--- config.mk ---
export PLATFORM = sky130hd
export DESIGN_NAME = scs_device_flat
export DESIGN_NICKNAME = d
export VERILOG_FILES = /design/src/shared/scs_pkg.sv /design/src/shared/scs_link_if.sv /design/src/logic/scs_sync.sv /design/src/logic/scs_device.sv /design/src/flat_wrapper.sv
export VERILOG_INCLUDE_DIRS = /design/src /design/src/shared
export SDC_FILE = /design/constraint.sdc
export NUM_CORES = 1
export LEC_CHECK = 0
export ABC_AREA = 1
export BUFFER_PORTS_ARGS = -buffer_cell sky130_fd_sc_hd__buf_4
export CORE_MARGIN = 3
export CORE_UTILIZATION = 30
export CTS_CLUSTER_DIAMETER = 150
export DETAILED_ROUTE_END_ITERATION = 8
export MAX_ROUTING_LAYER = met4
export PLACE_DENSITY_LB_ADDON = 0.15
export SYNTH_ARGS = -nofsm -noshare
export SYNTH_HDL_FRONTEND = slang
export SYNTH_SLANG_ARGS = --single-unit
--- constraint.sdc ---
create_clock -name ref_clk -period 2.7 [get_ports ref_clk]
set_clock_uncertainty 0.15 [all_clocks]
set_input_delay 0.405 -clock ref_clk [delete_from_list [all_inputs] [get_ports ref_clk]]
set_output_delay 0.405 -clock ref_clk [all_outputs]
set_load 0.01 [all_outputs]
--- src/shared/scs_regs.svh ---
// register offsets, field positions and timing counts of the serial link
`ifndef SCS_REGS_SVH
`define SCS_REGS_SVH
// device registers, reached over the serial link
`define SCS_A_MIRROR 12'h010
`define SCS_A_HWCFG 12'h011
`define SCS_A_OPMODE 12'h012
`define SCS_A_STAT 12'h013
`define SCS_A_MASK 12'h014
`define SCS_A_APPLY 12'h900
`define SCS_OP_LOWPWR 1
`define SCS_OP_EXTERNAL_CLOCK_SELECT 4
`define SCS_CFG_RST 3'h0
`define SCS_CMD_WR 2'h2
`define SCS_ACK 8'h41
`define SCS_HDR1 8'hC1
`define SCS_HDR2 8'hC2
`define SCS_ST_USER 0
`define SCS_ST_WARM 1
`define SCS_ST_APPLY 2
`define SCS_WARM_CYC 65536
// host registers, word index on AXI4-Lite
`define SCS_H_ADDR_W 5
`define SCS_IDX_HI 4
`define SCS_IDX_LO 2
`define SCS_HR_CTRL 3'h0
`define SCS_HR_TX 3'h1
`define SCS_HR_RX 3'h2
`define SCS_HR_STAT 3'h3
`define SCS_HR_MASK 3'h4
`define SCS_RESP_OK 2'h0
`define SCS_RESP_ERR 2'h2
// timing
`define SCS_CLK_NS 8
`define SCS_SCLK_NS 160
`define SCS_HALF_CYC ((`SCS_SCLK_NS + 2 * `SCS_CLK_NS - 1) / (2 * `SCS_CLK_NS))
`define SCS_GAP_CLK 400
`define SCS_BYTE_EDGES 4'hF
`endif

--- src/shared/scs_pkg.sv ---
// types shared by both ends of the serial link
package scs_pkg;
    typedef enum logic [2:0] {DEV_CMD, DEV_ADDR, DEV_WDATA, DEV_RACK, DEV_RDATA} scs_dev_state_t;
    typedef enum logic [2:0] {H_IDLE, H_SETUP, H_SHIFT, H_HOLD, H_GAP} scs_host_state_t;
    typedef struct packed {
        logic sselHigh;
        logic cpha;
        logic cpol;
    } scs_cfg_t;
endpackage : scs_pkg

--- src/shared/scs_link_if.sv ---
// serial link between the external master and the slave port
interface scs_link_if;
    logic sclk;
    logic ssel;
    logic mosi;
    logic misoOut;
    logic misoOe;
    logic miso;
    logic irqN;
    // undriven data line reads high
    assign miso = misoOe ? misoOut : 1'h1;
    modport device (input sclk, input ssel, input mosi, output misoOut, output misoOe, output irqN);
    modport host (output sclk, output ssel, output mosi, input miso, input irqN);
endinterface : scs_link_if

--- src/logic/scs_sync.sv ---
// two-flop synchroniser for inputs from outside the clock domain
module scs_sync #(
    parameter int WIDTH = 1
) (
    input wire logic ref_clk,
    input wire logic rst,
    input wire logic [WIDTH-1:0] asyncIn,
    output logic [WIDTH-1:0] syncOut
);
    typedef struct packed {
        logic [WIDTH-1:0] stage1;
        logic [WIDTH-1:0] stage2;
    } scs_sync_reg_t;

    scs_sync_reg_t state_ff;
    scs_sync_reg_t nxt_state;

    always_comb begin
        nxt_state = state_ff;
        nxt_state.stage1 = asyncIn;
        nxt_state.stage2 = state_ff.stage1;
    end

    always_ff @(posedge ref_clk) begin
        if (rst) begin
            state_ff <= '0;
        end else begin
            state_ff <= nxt_state;
        end
    end

    assign syncOut = state_ff.stage2;
endmodule : scs_sync

--- src/logic/scs_device.sv ---
// device end: serial slave port with format and clock-source select
`include "scs_regs.svh"

module scs_device #(
    parameter int WARM_CYC = `SCS_WARM_CYC
) (
    input wire logic ref_clk,
    input wire logic rst,
    input wire logic porRst,
    input wire logic oscInputPin,
    input wire logic userEvent,
    scs_link_if.device link,
    output scs_pkg::scs_cfg_t activeCfg,
    output logic externalClockSelect,
    output logic lowPowerMode,
    output logic oscEnable,
    output logic sysClkHf,
    output logic [7:0] rxByte,
    output logic rxValid
);
    import scs_pkg::*;

    localparam int CNT_W = $clog2(WARM_CYC + 1);

    typedef struct packed {
        scs_dev_state_t fsm;
        scs_cfg_t cfg;
        scs_cfg_t mirror;
        logic external_clock_select;
        logic lowPwr;
        logic [2:0] status;
        logic [2:0] mask;
        logic [1:0] cmd;
        logic [11:0] addr;
        logic [7:0] rdData;
        logic [2:0] bitCnt;
        logic [7:0] rxSh;
        logic [7:0] txByte;
        logic misoBit;
        logic misoOe;
        logic selPrev;
        logic sclkPrev;
        logic oscPrev;
        logic [CNT_W-1:0] warmCnt;
        logic hfReady;
        logic sysClkHf;
        logic oscEn;
        logic irqN;
        logic [7:0] rxByte;
        logic rxValid;
    } scs_dev_reg_t;

    scs_dev_reg_t s;
    scs_dev_reg_t n;
    logic [3:0] syncBits;
    logic oscS;
    logic sclkS;
    logic selRaw;
    logic mosiS;
    logic sel;
    logic actEdge;
    logic sampleEdge;
    logic [7:0] rxNew;
    logic [11:0] fullAddr;
    logic [2:0] evt;
    logic [2:0] clr;

    function automatic logic [7:0] readMux(input scs_dev_reg_t r, input logic [11:0] a);
        logic [7:0] d;
        d = 8'h00;
        case (a)
            `SCS_A_MIRROR: d = {5'h00, r.mirror};
            `SCS_A_HWCFG: d = {5'h00, r.cfg};
            `SCS_A_OPMODE: begin
                d[`SCS_OP_EXTERNAL_CLOCK_SELECT] = r.external_clock_select;
                d[`SCS_OP_LOWPWR] = r.lowPwr;
            end
            `SCS_A_STAT: d = {5'h00, r.status};
            `SCS_A_MASK: d = {5'h00, r.mask};
            default: d = 8'h00;
        endcase
        return d;
    endfunction : readMux

    scs_sync #(
        .WIDTH(4)
    ) u_sync (
        .ref_clk(ref_clk),
        .rst(rst),
        // select inverted so reset reads as deselected, not a false frame
        .asyncIn({oscInputPin, link.sclk, ~link.ssel, link.mosi}),
        .syncOut(syncBits)
    );

    assign oscS = syncBits[3];
    assign sclkS = syncBits[2];
    assign selRaw = ~syncBits[1];
    assign mosiS = syncBits[0];

    assign sel = s.cfg.sselHigh ? selRaw : ~selRaw;
    assign actEdge = s.cfg.cpol ? (s.sclkPrev & ~sclkS) : (sclkS & ~s.sclkPrev);
    assign sampleEdge = s.cfg.cpha ? (sel & (sclkS ^ s.sclkPrev) & ~actEdge) : (sel & actEdge);
    assign rxNew = {s.rxSh[6:0], mosiS};
    assign fullAddr = {s.addr[11:8], rxNew};

    always_comb begin
        n = s;
        n.sclkPrev = sclkS;
        n.oscPrev = oscS;
        n.selPrev = sel;
        n.rxValid = 1'h0;
        evt = 3'h0;
        clr = 3'h0;
        evt[`SCS_ST_USER] = userEvent;
        if (oscS && !s.oscPrev && !s.hfReady) begin
            n.warmCnt = s.warmCnt + 1'h1;
            if (s.warmCnt == CNT_W'(WARM_CYC - 1)) begin
                n.hfReady = 1'h1;
                evt[`SCS_ST_WARM] = 1'h1;
            end
        end
        if (!sel) begin
            n.bitCnt = 3'h0;
            n.misoOe = 1'h0;
        end else begin
            n.misoOe = 1'h1;
            if (!s.selPrev && !s.cfg.cpha) begin
                n.misoBit = s.txByte[7];
            end
            if (actEdge && s.cfg.cpha) begin
                n.misoBit = s.txByte[3'h7 - s.bitCnt];
            end
            if (sampleEdge) begin
                n.rxSh = rxNew;
                n.bitCnt = s.bitCnt + 3'h1;
                if (!s.cfg.cpha) begin
                    n.misoBit = s.txByte[3'h6 - s.bitCnt];
                end
                if (s.bitCnt == 3'h7) begin
                    n.rxByte = rxNew;
                    n.rxValid = 1'h1;
                    // each byte answered by one byte
                    unique case (s.fsm)
                        DEV_CMD: begin
                            n.cmd = rxNew[7:6];
                            n.addr = {rxNew[3:0], 8'h00};
                            n.txByte = `SCS_HDR2;
                            n.fsm = DEV_ADDR;
                        end
                        DEV_ADDR: begin
                            n.addr = fullAddr;
                            n.txByte = `SCS_ACK;
                            if (s.cmd == `SCS_CMD_WR) begin
                                n.fsm = DEV_WDATA;
                            end else begin
                                n.fsm = DEV_RACK;
                                n.rdData = readMux(s, fullAddr);
                                if (fullAddr == `SCS_A_APPLY) begin
                                    n.cfg = s.mirror;
                                    evt[`SCS_ST_APPLY] = 1'h1;
                                end
                            end
                        end
                        DEV_WDATA: begin
                            n.txByte = `SCS_HDR1;
                            n.fsm = DEV_CMD;
                            case (s.addr)
                                `SCS_A_MIRROR: n.mirror = scs_cfg_t'(rxNew[2:0]);
                                `SCS_A_OPMODE: begin
                                    n.external_clock_select = s.external_clock_select | rxNew[`SCS_OP_EXTERNAL_CLOCK_SELECT];
                                    n.lowPwr = rxNew[`SCS_OP_LOWPWR];
                                end
                                `SCS_A_STAT: clr = rxNew[2:0];
                                `SCS_A_MASK: n.mask = rxNew[2:0];
                                default: n.mask = s.mask;
                            endcase
                        end
                        DEV_RACK: begin
                            n.txByte = s.rdData;
                            n.fsm = DEV_RDATA;
                        end
                        DEV_RDATA: begin
                            n.txByte = `SCS_HDR1;
                            n.fsm = DEV_CMD;
                        end
                    endcase
                    if (!s.cfg.cpha) begin
                        n.misoBit = n.txByte[7];
                    end
                end
            end
        end
        // set wins over a clear in the same cycle
        n.status = (s.status & ~clr) | evt;
        n.irqN = ~|(n.status & n.mask);
        // internal clock during warm-up or low power
        n.sysClkHf = n.hfReady & ~n.lowPwr;
        // crystal circuit off with external clock
        n.oscEn = ~n.external_clock_select;
    end

    always_ff @(posedge ref_clk) begin
        if (rst || porRst) begin
            s <= '0;
            s.fsm <= DEV_CMD;
            s.cfg <= `SCS_CFG_RST;
            s.mirror <= `SCS_CFG_RST;
            s.txByte <= `SCS_HDR1;
            s.irqN <= 1'h1;
            s.external_clock_select <= s.external_clock_select & ~porRst;
            s.oscEn <= ~(s.external_clock_select & ~porRst);
        end else begin
            s <= n;
        end
    end

    assign link.misoOut = s.misoBit;
    assign link.misoOe = s.misoOe;
    assign link.irqN = s.irqN;
    assign activeCfg = s.cfg;
    assign externalClockSelect = s.external_clock_select;
    assign lowPowerMode = s.lowPwr;
    assign oscEnable = s.oscEn;
    assign sysClkHf = s.sysClkHf;
    assign rxByte = s.rxByte;
    assign rxValid = s.rxValid;
endmodule : scs_device

--- src/flat_wrapper.sv ---
// flat-port wrapper written by rule: the top's interface ports become plain ports
module scs_device_flat import scs_pkg::*;
#(
    parameter int WARM_CYC = `SCS_WARM_CYC
)
  (ref_clk, rst, porRst, oscInputPin, userEvent, activeCfg, externalClockSelect, lowPowerMode, oscEnable, sysClkHf, rxByte, rxValid, link_sclk, link_ssel, link_mosi, link_misoOut, link_misoOe, link_irqN);
  scs_link_if link_i ();
  input wire logic ref_clk;
  input wire logic rst;
  input wire logic porRst;
  input wire logic oscInputPin;
  input wire logic userEvent;
  output scs_pkg::scs_cfg_t activeCfg;
  output logic externalClockSelect;
  output logic lowPowerMode;
  output logic oscEnable;
  output logic sysClkHf;
  output logic [7:0] rxByte;
  output logic rxValid;
  input wire logic [$bits(link_i.sclk)-1:0] link_sclk;
  input wire logic [$bits(link_i.ssel)-1:0] link_ssel;
  input wire logic [$bits(link_i.mosi)-1:0] link_mosi;
  output wire logic [$bits(link_i.misoOut)-1:0] link_misoOut;
  output wire logic [$bits(link_i.misoOe)-1:0] link_misoOe;
  output wire logic [$bits(link_i.irqN)-1:0] link_irqN;
  assign link_i.sclk = link_sclk;
  assign link_i.ssel = link_ssel;
  assign link_i.mosi = link_mosi;
  assign link_misoOut = link_i.misoOut;
  assign link_misoOe = link_i.misoOe;
  assign link_irqN = link_i.irqN;
  scs_device #(.WARM_CYC(WARM_CYC)) u_core (.ref_clk(ref_clk), .rst(rst), .porRst(porRst), .oscInputPin(oscInputPin), .userEvent(userEvent), .link(link_i), .activeCfg(activeCfg), .externalClockSelect(externalClockSelect), .lowPowerMode(lowPowerMode), .oscEnable(oscEnable), .sysClkHf(sysClkHf), .rxByte(rxByte), .rxValid(rxValid));
endmodule
==> results of run 1 <==
final cells by class:
type / count / area, sq um
Inverter: 87 / 328
Timing Repair Buffer: 32 / 240
Clock inverter: 6 / 86.3
Sequential cell: 93 / 1860
Fill cell: 1542 / 9150
Tap cell: 180 / 225
Multi-Input combinational cell: 388 / 2070
Clock buffer: 10 / 239
logic make-up (layout without fill, tap and decap cells):
family	Yosys count	after routing	share of synthesized area
flops	93	93	0.419
compound gates	122	122	0.164
xor+xnor	2	2	0.00394
fa+ha+maj	7	7	0.0197
simple gates	257	257	0.278
buf+inv	114	135	0.116
critical path, stage by stage (launching register included):
cell and delay [ns]:
dfxtp_1 0.52, ha_1 0.29, ha_1 0.26, nand4_1 0.12, nor2_1 0.20, nand3_2 0.15
nand2_1 0.10, inv_1 0.05, nor2_1 0.09, nand2_1 0.07, nand2_1 0.06, nor2_1 0.03
metal layers:
metal  global-route usage  up-vias  wire length [microns]
met5                    -        -                      0
met3               0.0358       18                    451
li1                     -     1973                      -
met2                0.213       74                   4800
met4               0.0506        0                    235
met1                0.186     1712                   5290
registers in the layout, summed over array words and instances (netlist names):
| name | flops |
|---|---|
| u_core.activeCfg | 3 |
| u_core.lowPowerMode | 1 |
| u_core.oscEnable | 1 |
| u_core.rxValid | 1 |
| u_core.u_sync.syncOut | 4 |
| u_core.externalClockSelect | 1 |
| u_core.link.irqN | 1 |
| u_core.s | 56 |
| u_core.sysClkHf | 1 |
| u_core.u_sync.nxt_state | 4 |
| u_core.link.misoOut | 1 |
| u_core.fullAddr | 11 |
| u_core.rxByte | 8 |
power by group through the flow:
stage / logic [mW] / clock network (mW) / registers, mW
2_1_floorplan: 0.0472 / 0 / 1.41
3_3_place_gp: 0.0722 / 0 / 1.42
3_5_place_dp: 0.0727 / 0 / 1.42
4_1_cts: 0.0727 / 1.42 / 1.38
5_1_grt: 0.0814 / 1.49 / 1.38
6_report: 0.0716 / 1.37 / 1.38
through the flow:
| step | instance area (sq um) | power [mW] | util | setup slack, ns |
|---|---|---|---|---|
| finish | 5050 | 2.83 | 0.356 | 0.498 |
| global route | 5050 | 2.95 | 0.356 | 0.267 |
| CTS | 5050 | 2.88 | 0.356 | 0.491 |
| detailed placement | 4720 | 1.49 | 0.333 | 0.509 |
| global placement | 4720 | 1.49 | 0.333 | 0.497 |
| floorplan | 4450 | 1.46 | - | 0.837 |
layout by cell type, fill, tap and decap left out, types with 3 or more instances in the layout:
cell        n
buf_4      32
inv_2       4
nand4_1    11
inv_1      82
nand3_1    36
nand2_1    99
a21oi_2     6
clkbuf_16   9
a21oi_1    53
nor3_2      4
a211oi_2    5
nor2_1     61
nor4_1      3
o21ai_0    31
nor2_4      3
dfxtp_1    93
nand2_2     8
o21ai_1     7
nor3_1     15
nand3_2     4
o21ai_2     3
clkinv_2    3
a211oi_1    9
o211ai_1    3
nor2_2      6
ha_1        7
final timing paths:
| kind | from | end | slack, ns |
|---|---|---|---|
| worst max register to register | u_core.s[51]$_SDFFE_PP0N_ | u_core.link.irqN$_SDFF_PN1_ | 0.50 |
| worst min register to register | u_core.u_sync.nxt_state[1]$_SDFF_PP0_ | u_core.u_sync.syncOut[1]$_SDFF_PP0_ | 0.25 |
| worst min-delay path | link_ssel | u_core.u_sync.nxt_state[1]$_SDFF_PP0_ | 0.05 |
| worst max-delay path | u_core.s[51]$_SDFFE_PP0N_ | u_core.link.irqN$_SDFF_PN1_ | 0.50 |
Yosys cell counts (8+ instances only):
cell      count
a211oi_1      9
nand4_1      11
buf_4        13
nand2_1      99
nand3_1      36
nor2_1       61
nor3_1       15
a21oi_1      53
o21ai_0      31
inv_1        82
nand2_2       8
dfxtp_1      93
==> results.txt, run 1 <==
Worst Hold Class = in -> reg
Max Slew Vio Count = 0
CTS tree = yes
DRT iter0 DRCs = 212
Fraction of layout cells with a size suffix above 1 = 0.157
CTS Root Buffer Type = clkbuf_16
Crit path kind = reg -> reg
Final #Nets = 626
Post-synth top flop = dfxtp_1
Vias/cell = 4.74
RSZ-0062 raised after global routing = false
Clock share of power = 0.485
Largest net degree at the start of global routing = 24
Count of final setup violators = 0
Synthesized cell area = 4450 sq um
Switch Pwr = 0.593 mW
Worst path arrival time = 2.29 ns
Hold_buf cts = 0
CTS sink count = 93
Sequential area share after synthesis = 0.419
Non-Filler Instances = 796
Pleak = 1.89 nW
Fin. Hold Viols = 0
R2R cell count = 11
Number of distinct library cells after synthesis = 42
Post-synth EDFFs = 0
Syn Nets = 610
Worst hold margin = 0.0492 ns
Critical Path End Type = register
Vias = 3,777
Die Ht = 128 microns
Full die area = 16,300 sq um
H-tree depth = 3
DRC = 0
Post-CTS sizing = 0
Leading area contributor after synthesis = dfxtp_1
Core area = 14,200 sq um
Setup total negative slack = 0 ns
Hold depth = 2
Syn Inst Count = 595
Asr flop ratio synth = 0
Diodes inserted = 0
Min Tclk post-route = 2.20 ns
Mapped Avg Cell Area = 7.47 sq um
Max cap viols = 0
Final Cycle Share = 0.815
Antenna-violating nets left = 0
Worst slew pin tran = 0.420 ns
Combinational share of power = 0.025
Starting Density = 0.313
Initial antenna violation count = 0
Peak VDD IR = 278 uV
CTS max path bufs = 2
Synth top area share = 0.419
DRT Wirelength = 10,800 microns
GRT Residual Overflow = 0
I/O pins = 27
Run status = finished clean
Sequential power share = 0.489
Number of buffers added on ports = 26
Fmax = 454 MHz
Critical path launch point type = register
CP required = 2.79 ns
Setup bufs post-CTS = 0
Worst-skew pair later-pin latency = 0.35 ns
DR WL/cell = 13.5 microns
Post-Place Cells = 780
Switching part of the total = 0.210
Vias in the first global route = 3,568
1st-pass router iterations = 5
Cell Pwr Density = 560 nW/um^2
Yosys reg bits = 93
Overall Global Routing Usage = 0.142
Syn-to-layout area delta = 13.6%
Post-DP HPWL = 8040 microns
Slew HR = 0.718
Die width = 128 microns
CP Max Fanout = 10
RePlAce Congestion = 0.861
Syn. warnings = 0
Pint = 2.24 mW
Area contributors post-synth = dfxtp_1, nand2_1, inv_1
Num CTS Buffers = 9
First-pass GRT wire length = 17,800 microns
Placement row count = 43
Clock transition at path regs = 0.06 ns
Note: power is estimated with default switching activity, not from simulation.
==> inputs of run 2 (changes only) <==
clock period = 1.75 ns   (was 2.7 ns; I/O delays follow)
==> run 2 against run 1 <==
The flow now finishes with violations (negative setup slack). Via count rose by 11%. Sequential power rose by 54%. Core utilization rose by 11 points. Clock power rose by 63%. Largest power group is now clock. Sequential share of layout area fell by 8.4 points. Combinational power rose by 150%.
==> results.txt, run 2 (same netlist as run 1, synthesis figures left out) <==
Most frequent cells in the layout = buf_4, dfxtp_1, nand2_1, inv_1, nor2_1
Fmax = 533 MHz
CTS sink count = 93
1st-pass router iterations = 4
R2R cell count = 12
CP Max Fanout = 6
Clock transition at path regs = 0.06 ns
CP cell instances = buf_4 -> ha_4 -> nand2_4 -> nand2_4 -> nand2_4 -> inv_4 -> nor2_8 -> nand3_4 -> inv_8 -> clkbuf_16 -> o21ai_2 -> a21oi_1
DR WL/cell = 14.1 microns
Initial antenna violation count = 0
Switching part of the total = 0.210
Clock share of power = 0.491
H-tree depth = 3
Vias in the first global route = 4,153
CTS max path bufs = 2
Critical path launch point type = register
Diodes inserted = 0
Starting Density = 0.313
Failing checks = negative setup slack
Largest stage delay, worst path = 0.32 ns
RSZ-0062 raised after global routing = true
Combinational share of power = 0.039
Full die area = 16,300 sq um
Fin. Hold Viols = 0
Critical path's top delay family = simple AND/OR/NAND/NOR gates
Num CTS Buffers = 9
Critical Path End Type = register
Worst Hold Class = in -> reg
Most frequent CP cell = nand2_4
Syn-to-layout area delta = 47.8%
Sequential power share = 0.470
Fraction of layout cells with a size suffix above 1 = 0.417
Final Cycle Share = 1.07
CP max stage cell = dfxtp_2
Run status = finished, violations left
Peak VDD IR = 444 uV
Cell Pwr Density = 691 nW/um^2
Slew HR = 0.585
First-pass GRT wire length = 20,000 microns
Antenna-violating nets left = 0
DRT iter0 DRCs = 207
Overall Global Routing Usage = 0.157
Post-DP HPWL = 8720 microns
Die Ht = 128 microns
Placement row count = 43
Biggest register = u_core.s
Switch Pwr = 0.952 mW
Core area = 14,200 sq um
I/O pins = 27
DRC = 0
DRT Wirelength = 12,600 microns
CP required = 1.88 ns
Min Tclk post-route = 1.88 ns
Count of final setup violators = 47
Crit path kind = reg -> reg
Vias/cell = 4.71
Worst slack at placement = -0.182 ns
Number of cells on the critical path = 12
Worst path arrival time = 2.01 ns
Commonest non-fill, non-tap cell in the layout = buf_4
Max FFs per register = 56
Worst-skew pair later-pin latency = 0.35 ns
GRT Residual Overflow = 0
RePlAce Congestion = 0.896
Die width = 128 microns
Max Slew Vio Count = 0
Max cap viols = 0
CTS Root Buffer Type = clkbuf_16
Pleak = 2.54 nW
Worst slew pin tran = 0.617 ns
Number of buffers added on ports = 26
CTS tree = yes
Hold depth = 2
Critical path buffers and inverters = 4
Final #Nets = 721
Cell Area, Placed = 5300 sq um
Pint = 3.59 mW
Worst setup margin = -0.127 ns
Vias = 4,193
Design Area, Final = 6570 sq um
Largest net degree at the start of global routing = 29
[run 2: cell types whose count changed in the layout (fill, tap and decap cells not counted), sizes merged]
cell / delta
buf: +88
clkinv: -4
dlygate4sd3: +4
clkbuf: +2
bufinv: +1
inv: +1
clkinvlp: +2
[run 2: final cells by class]
cell class              instances  area (sq um)
repair buffers                127          1110
inverters                      87           344
clock buffers                   9           225
flip-flops and latches         93          1870
well taps                     180           225
multi-input cells             388          2680
fillers                      1417          7630
clock inverters                 6           113
[run 2: metal layers]
layer / GRT usage / routed length (microns) / up-vias
met2: 0.248 / 6030 / 53
li1: - / - / 2156
met4: 0.0599 / 219 / 0
met1: 0.205 / 6010 / 1965
met3: 0.0233 / 305 / 19
met5: - / 0 / -
[run 2: timing repair]
item	CTS	global route
setup endpoints to repair	50	71
resized for setup	50	135
pin swaps	10	44
buffers inserted	8	11
hold buffers	4	0
cloned	1	3
hold endpoints to repair	4	0
[run 2: stage by stage]
stage	std cells	hold WS, ns	total power, mW	TNS (ns)	util
after global placement	849	0.244	2.32	-1.99	0.373
after global routing	890	0.0254	4.72	-10.49	0.463
after detailed placement	849	0.243	2.32	-3.19	0.373
final	890	0.00756	4.54	-3.92	0.463
after CTS	877	0.000720	4.58	-1.79	0.417
after floorplan	595	0.179	2.26	0	-
[run 2: final timing paths]
kind / from / to / slack (ns)
setup reg to reg: u_core.u_sync.syncOut[2]$_SDFF_PP0_ / u_core.s[90]$_SDFFE_PN0P_ / -0.13
setup / recovery: u_core.u_sync.syncOut[2]$_SDFF_PP0_ / u_core.s[90]$_SDFFE_PN0P_ / -0.13
hold / removal: rst / u_core.u_sync.nxt_state[1]$_SDFF_PP0_ / 0.008
hold reg to reg: u_core.u_sync.nxt_state[1]$_SDFF_PP0_ / u_core.u_sync.syncOut[1]$_SDFF_PP0_ / 0.25
[run 2: power groups by stage]
stage	Clock [mW]	Combinational, mW	Sequential [mW]
2_1_floorplan	0	0.0746	2.18
3_3_place_gp	0	0.135	2.18
3_5_place_dp	0	0.136	2.18
4_1_cts	2.29	0.151	2.13
5_1_grt	2.39	0.196	2.13
6_report	2.23	0.176	2.13
==> inputs of run 3 (changes only) <==
SKIP_CTS_REPAIR_TIMING = 1   (was not set)
==> run 3 against run 2 <==
The run ends with negative hold slack, negative setup slack left. Sequential share of layout area up 1.8 points. Combinational power down 14%. Count of clock-buffer cells in the layout unchanged. Design area down 5.8%. Fmax down 0.26%. Setup slack worse by 0.0048 ns. Clock power about the same. First-iteration DRC count down 23%. Worst hold slack worse by 0.036 ns. Global-route usage down 0.51 points. Largest cell class unchanged. Highest routed layer unchanged.
==> results.txt, run 3 (same netlist as run 1, synthesis figures left out) <==
Run status = finished, violations left
Failing checks = negative hold slack, negative setup slack
Min Tclk post-route = 1.88 ns
Peak VDD IR = 448 uV
Starting Density = 0.313
Vias = 4,108
Worst Hold Class = in -> reg
Critical path launch point type = register
CTS sink count = 93
Hold depth = 3
Die Ht = 128 microns
H-tree depth = 3
Core area = 14,200 sq um
Worst hold margin = -0.0280 ns
First-pass GRT wire length = 19,400 microns
Fmax = 532 MHz
1st-pass router iterations = 4
Max FFs per register = 56
Overall Global Routing Usage = 0.152
Post-DP HPWL = 8720 microns
CP Max Fanout = 8
Pleak = 2.44 nW
Vias/cell = 4.66
Antenna-violating nets left = 0
Syn-to-layout area delta = 39.3%
Setup total negative slack = -2.61 ns
Crit path kind = reg -> reg
CTS tree = yes
DR WL/cell = 13.6 microns
Full die area = 16,300 sq um
Biggest register = u_core.s
Most frequent cells in the layout = buf_4, nand2_1, dfxtp_1, inv_1, nor2_1
Num CTS Buffers = 9
CTS max path bufs = 2
Worst slew pin tran = 0.617 ns
Slew HR = 0.585
Max cap viols = 0
Footprint of the multi-input gates = 2450 sq um
Design Area, Final = 6190 sq um
RePlAce Congestion = 0.896
CTS Root Buffer Type = clkbuf_16
Number of buffers added on ports = 26
Vias in the first global route = 4,032
Commonest non-fill, non-tap cell in the layout = buf_4
Layout fillers = 1,442
Max Slew Vio Count = 0
Worst-skew pair later-pin latency = 0.35 ns
DRT iter0 DRCs = 159
Count of final setup violators = 42
Diodes inserted = 0
CP required = 1.87 ns
Final Core Density = 0.436
Final Cycle Share = 1.08
Cell Area, Placed = 5300 sq um
GRT Residual Overflow = 0
I/O pins = 27
Fraction of layout cells with a size suffix above 1 = 0.364
Worst setup margin = -0.131 ns
Largest net degree at the start of global routing = 29
R2R cell count = 11
Final #Nets = 712
Worst path arrival time = 2.00 ns
Critical Path End Type = register
Clock transition at path regs = 0.07 ns
Die width = 128 microns
Placement row count = 43
Register Area = 1870 sq um
DRT Wirelength = 12,000 microns
Initial antenna violation count = 0
Cell Pwr Density = 731 nW/um^2
Fin. Hold Viols = 2
RSZ-0062 raised after global routing = true
Worst slack at placement = -0.182 ns
DRC = 0
run 3: cell type report:
| type | count | share of cell area |
|---|---|---|
| Tap cell | 180 | 0.0364 |
| Sequential cell | 93 | 0.303 |
| Multi-Input combinational cell | 388 | 0.396 |
| Clock inverter | 6 | 0.0182 |
| Inverter | 87 | 0.0536 |
| Timing Repair Buffer | 118 | 0.157 |
| Clock buffer | 9 | 0.0364 |
run 3: critical path, cell delays in order, from the launching register on:
cell	delay [ns]
dfxtp_2	0.34
inv_2	0.05
ha_4	0.20
inv_2	0.04
nand2_1	0.05
nand3_2	0.09
buf_4	0.13
nand3_4	0.11
nor2_4	0.18
buf_6	0.14
nand2_8	0.08
a211oi_2	0.25
run 3: worst paths after layout:
kind / startpoint / endpoint / slack [ns]
hold / removal: link_mosi / u_core.u_sync.nxt_state[0]$_SDFF_PP0_ / -0.03
hold reg to reg: u_core.u_sync.nxt_state[1]$_SDFF_PP0_ / u_core.u_sync.syncOut[1]$_SDFF_PP0_ / 0.25
setup reg to reg: u_core.u_sync.syncOut[2]$_SDFF_PP0_ / u_core.fullAddr[8]$_SDFFE_PN0P_ / -0.13
setup / recovery: u_core.u_sync.syncOut[2]$_SDFF_PP0_ / u_core.fullAddr[8]$_SDFFE_PN0P_ / -0.13
run 3: routing by layer:
metal,part of all wire,wire length (microns),global-route usage,up-vias
li1,-,-,-,2134
met1,0.47,5700,0.199,1884
met2,0.46,5580,0.235,72
met3,0.039,467,0.0229,18
met4,0.022,262,0.0655,0
met5,0,0,-,-
run 3: where the power goes:
part           leakage, nW  switching (mW)  total [mW]  internal (mW)
sequential           0.756         0.00639        2.14           2.13
clock                0.154           0.847        2.24           1.39
combinational         1.53          0.0916       0.152         0.0603
total                 2.44           0.945        4.52           3.58
run 3: metrics by stage:
stage / hold slack (ns) / power (mW) / cells
6_report: -0.0280 / 4.52 / 881
3_3_place_gp: 0.244 / 2.32 / 849
5_1_grt: 0.0000193 / 4.69 / 881
2_1_floorplan: 0.179 / 2.26 / 595
4_1_cts: -0.101 / 4.56 / 864
3_5_place_dp: 0.243 / 2.32 / 849
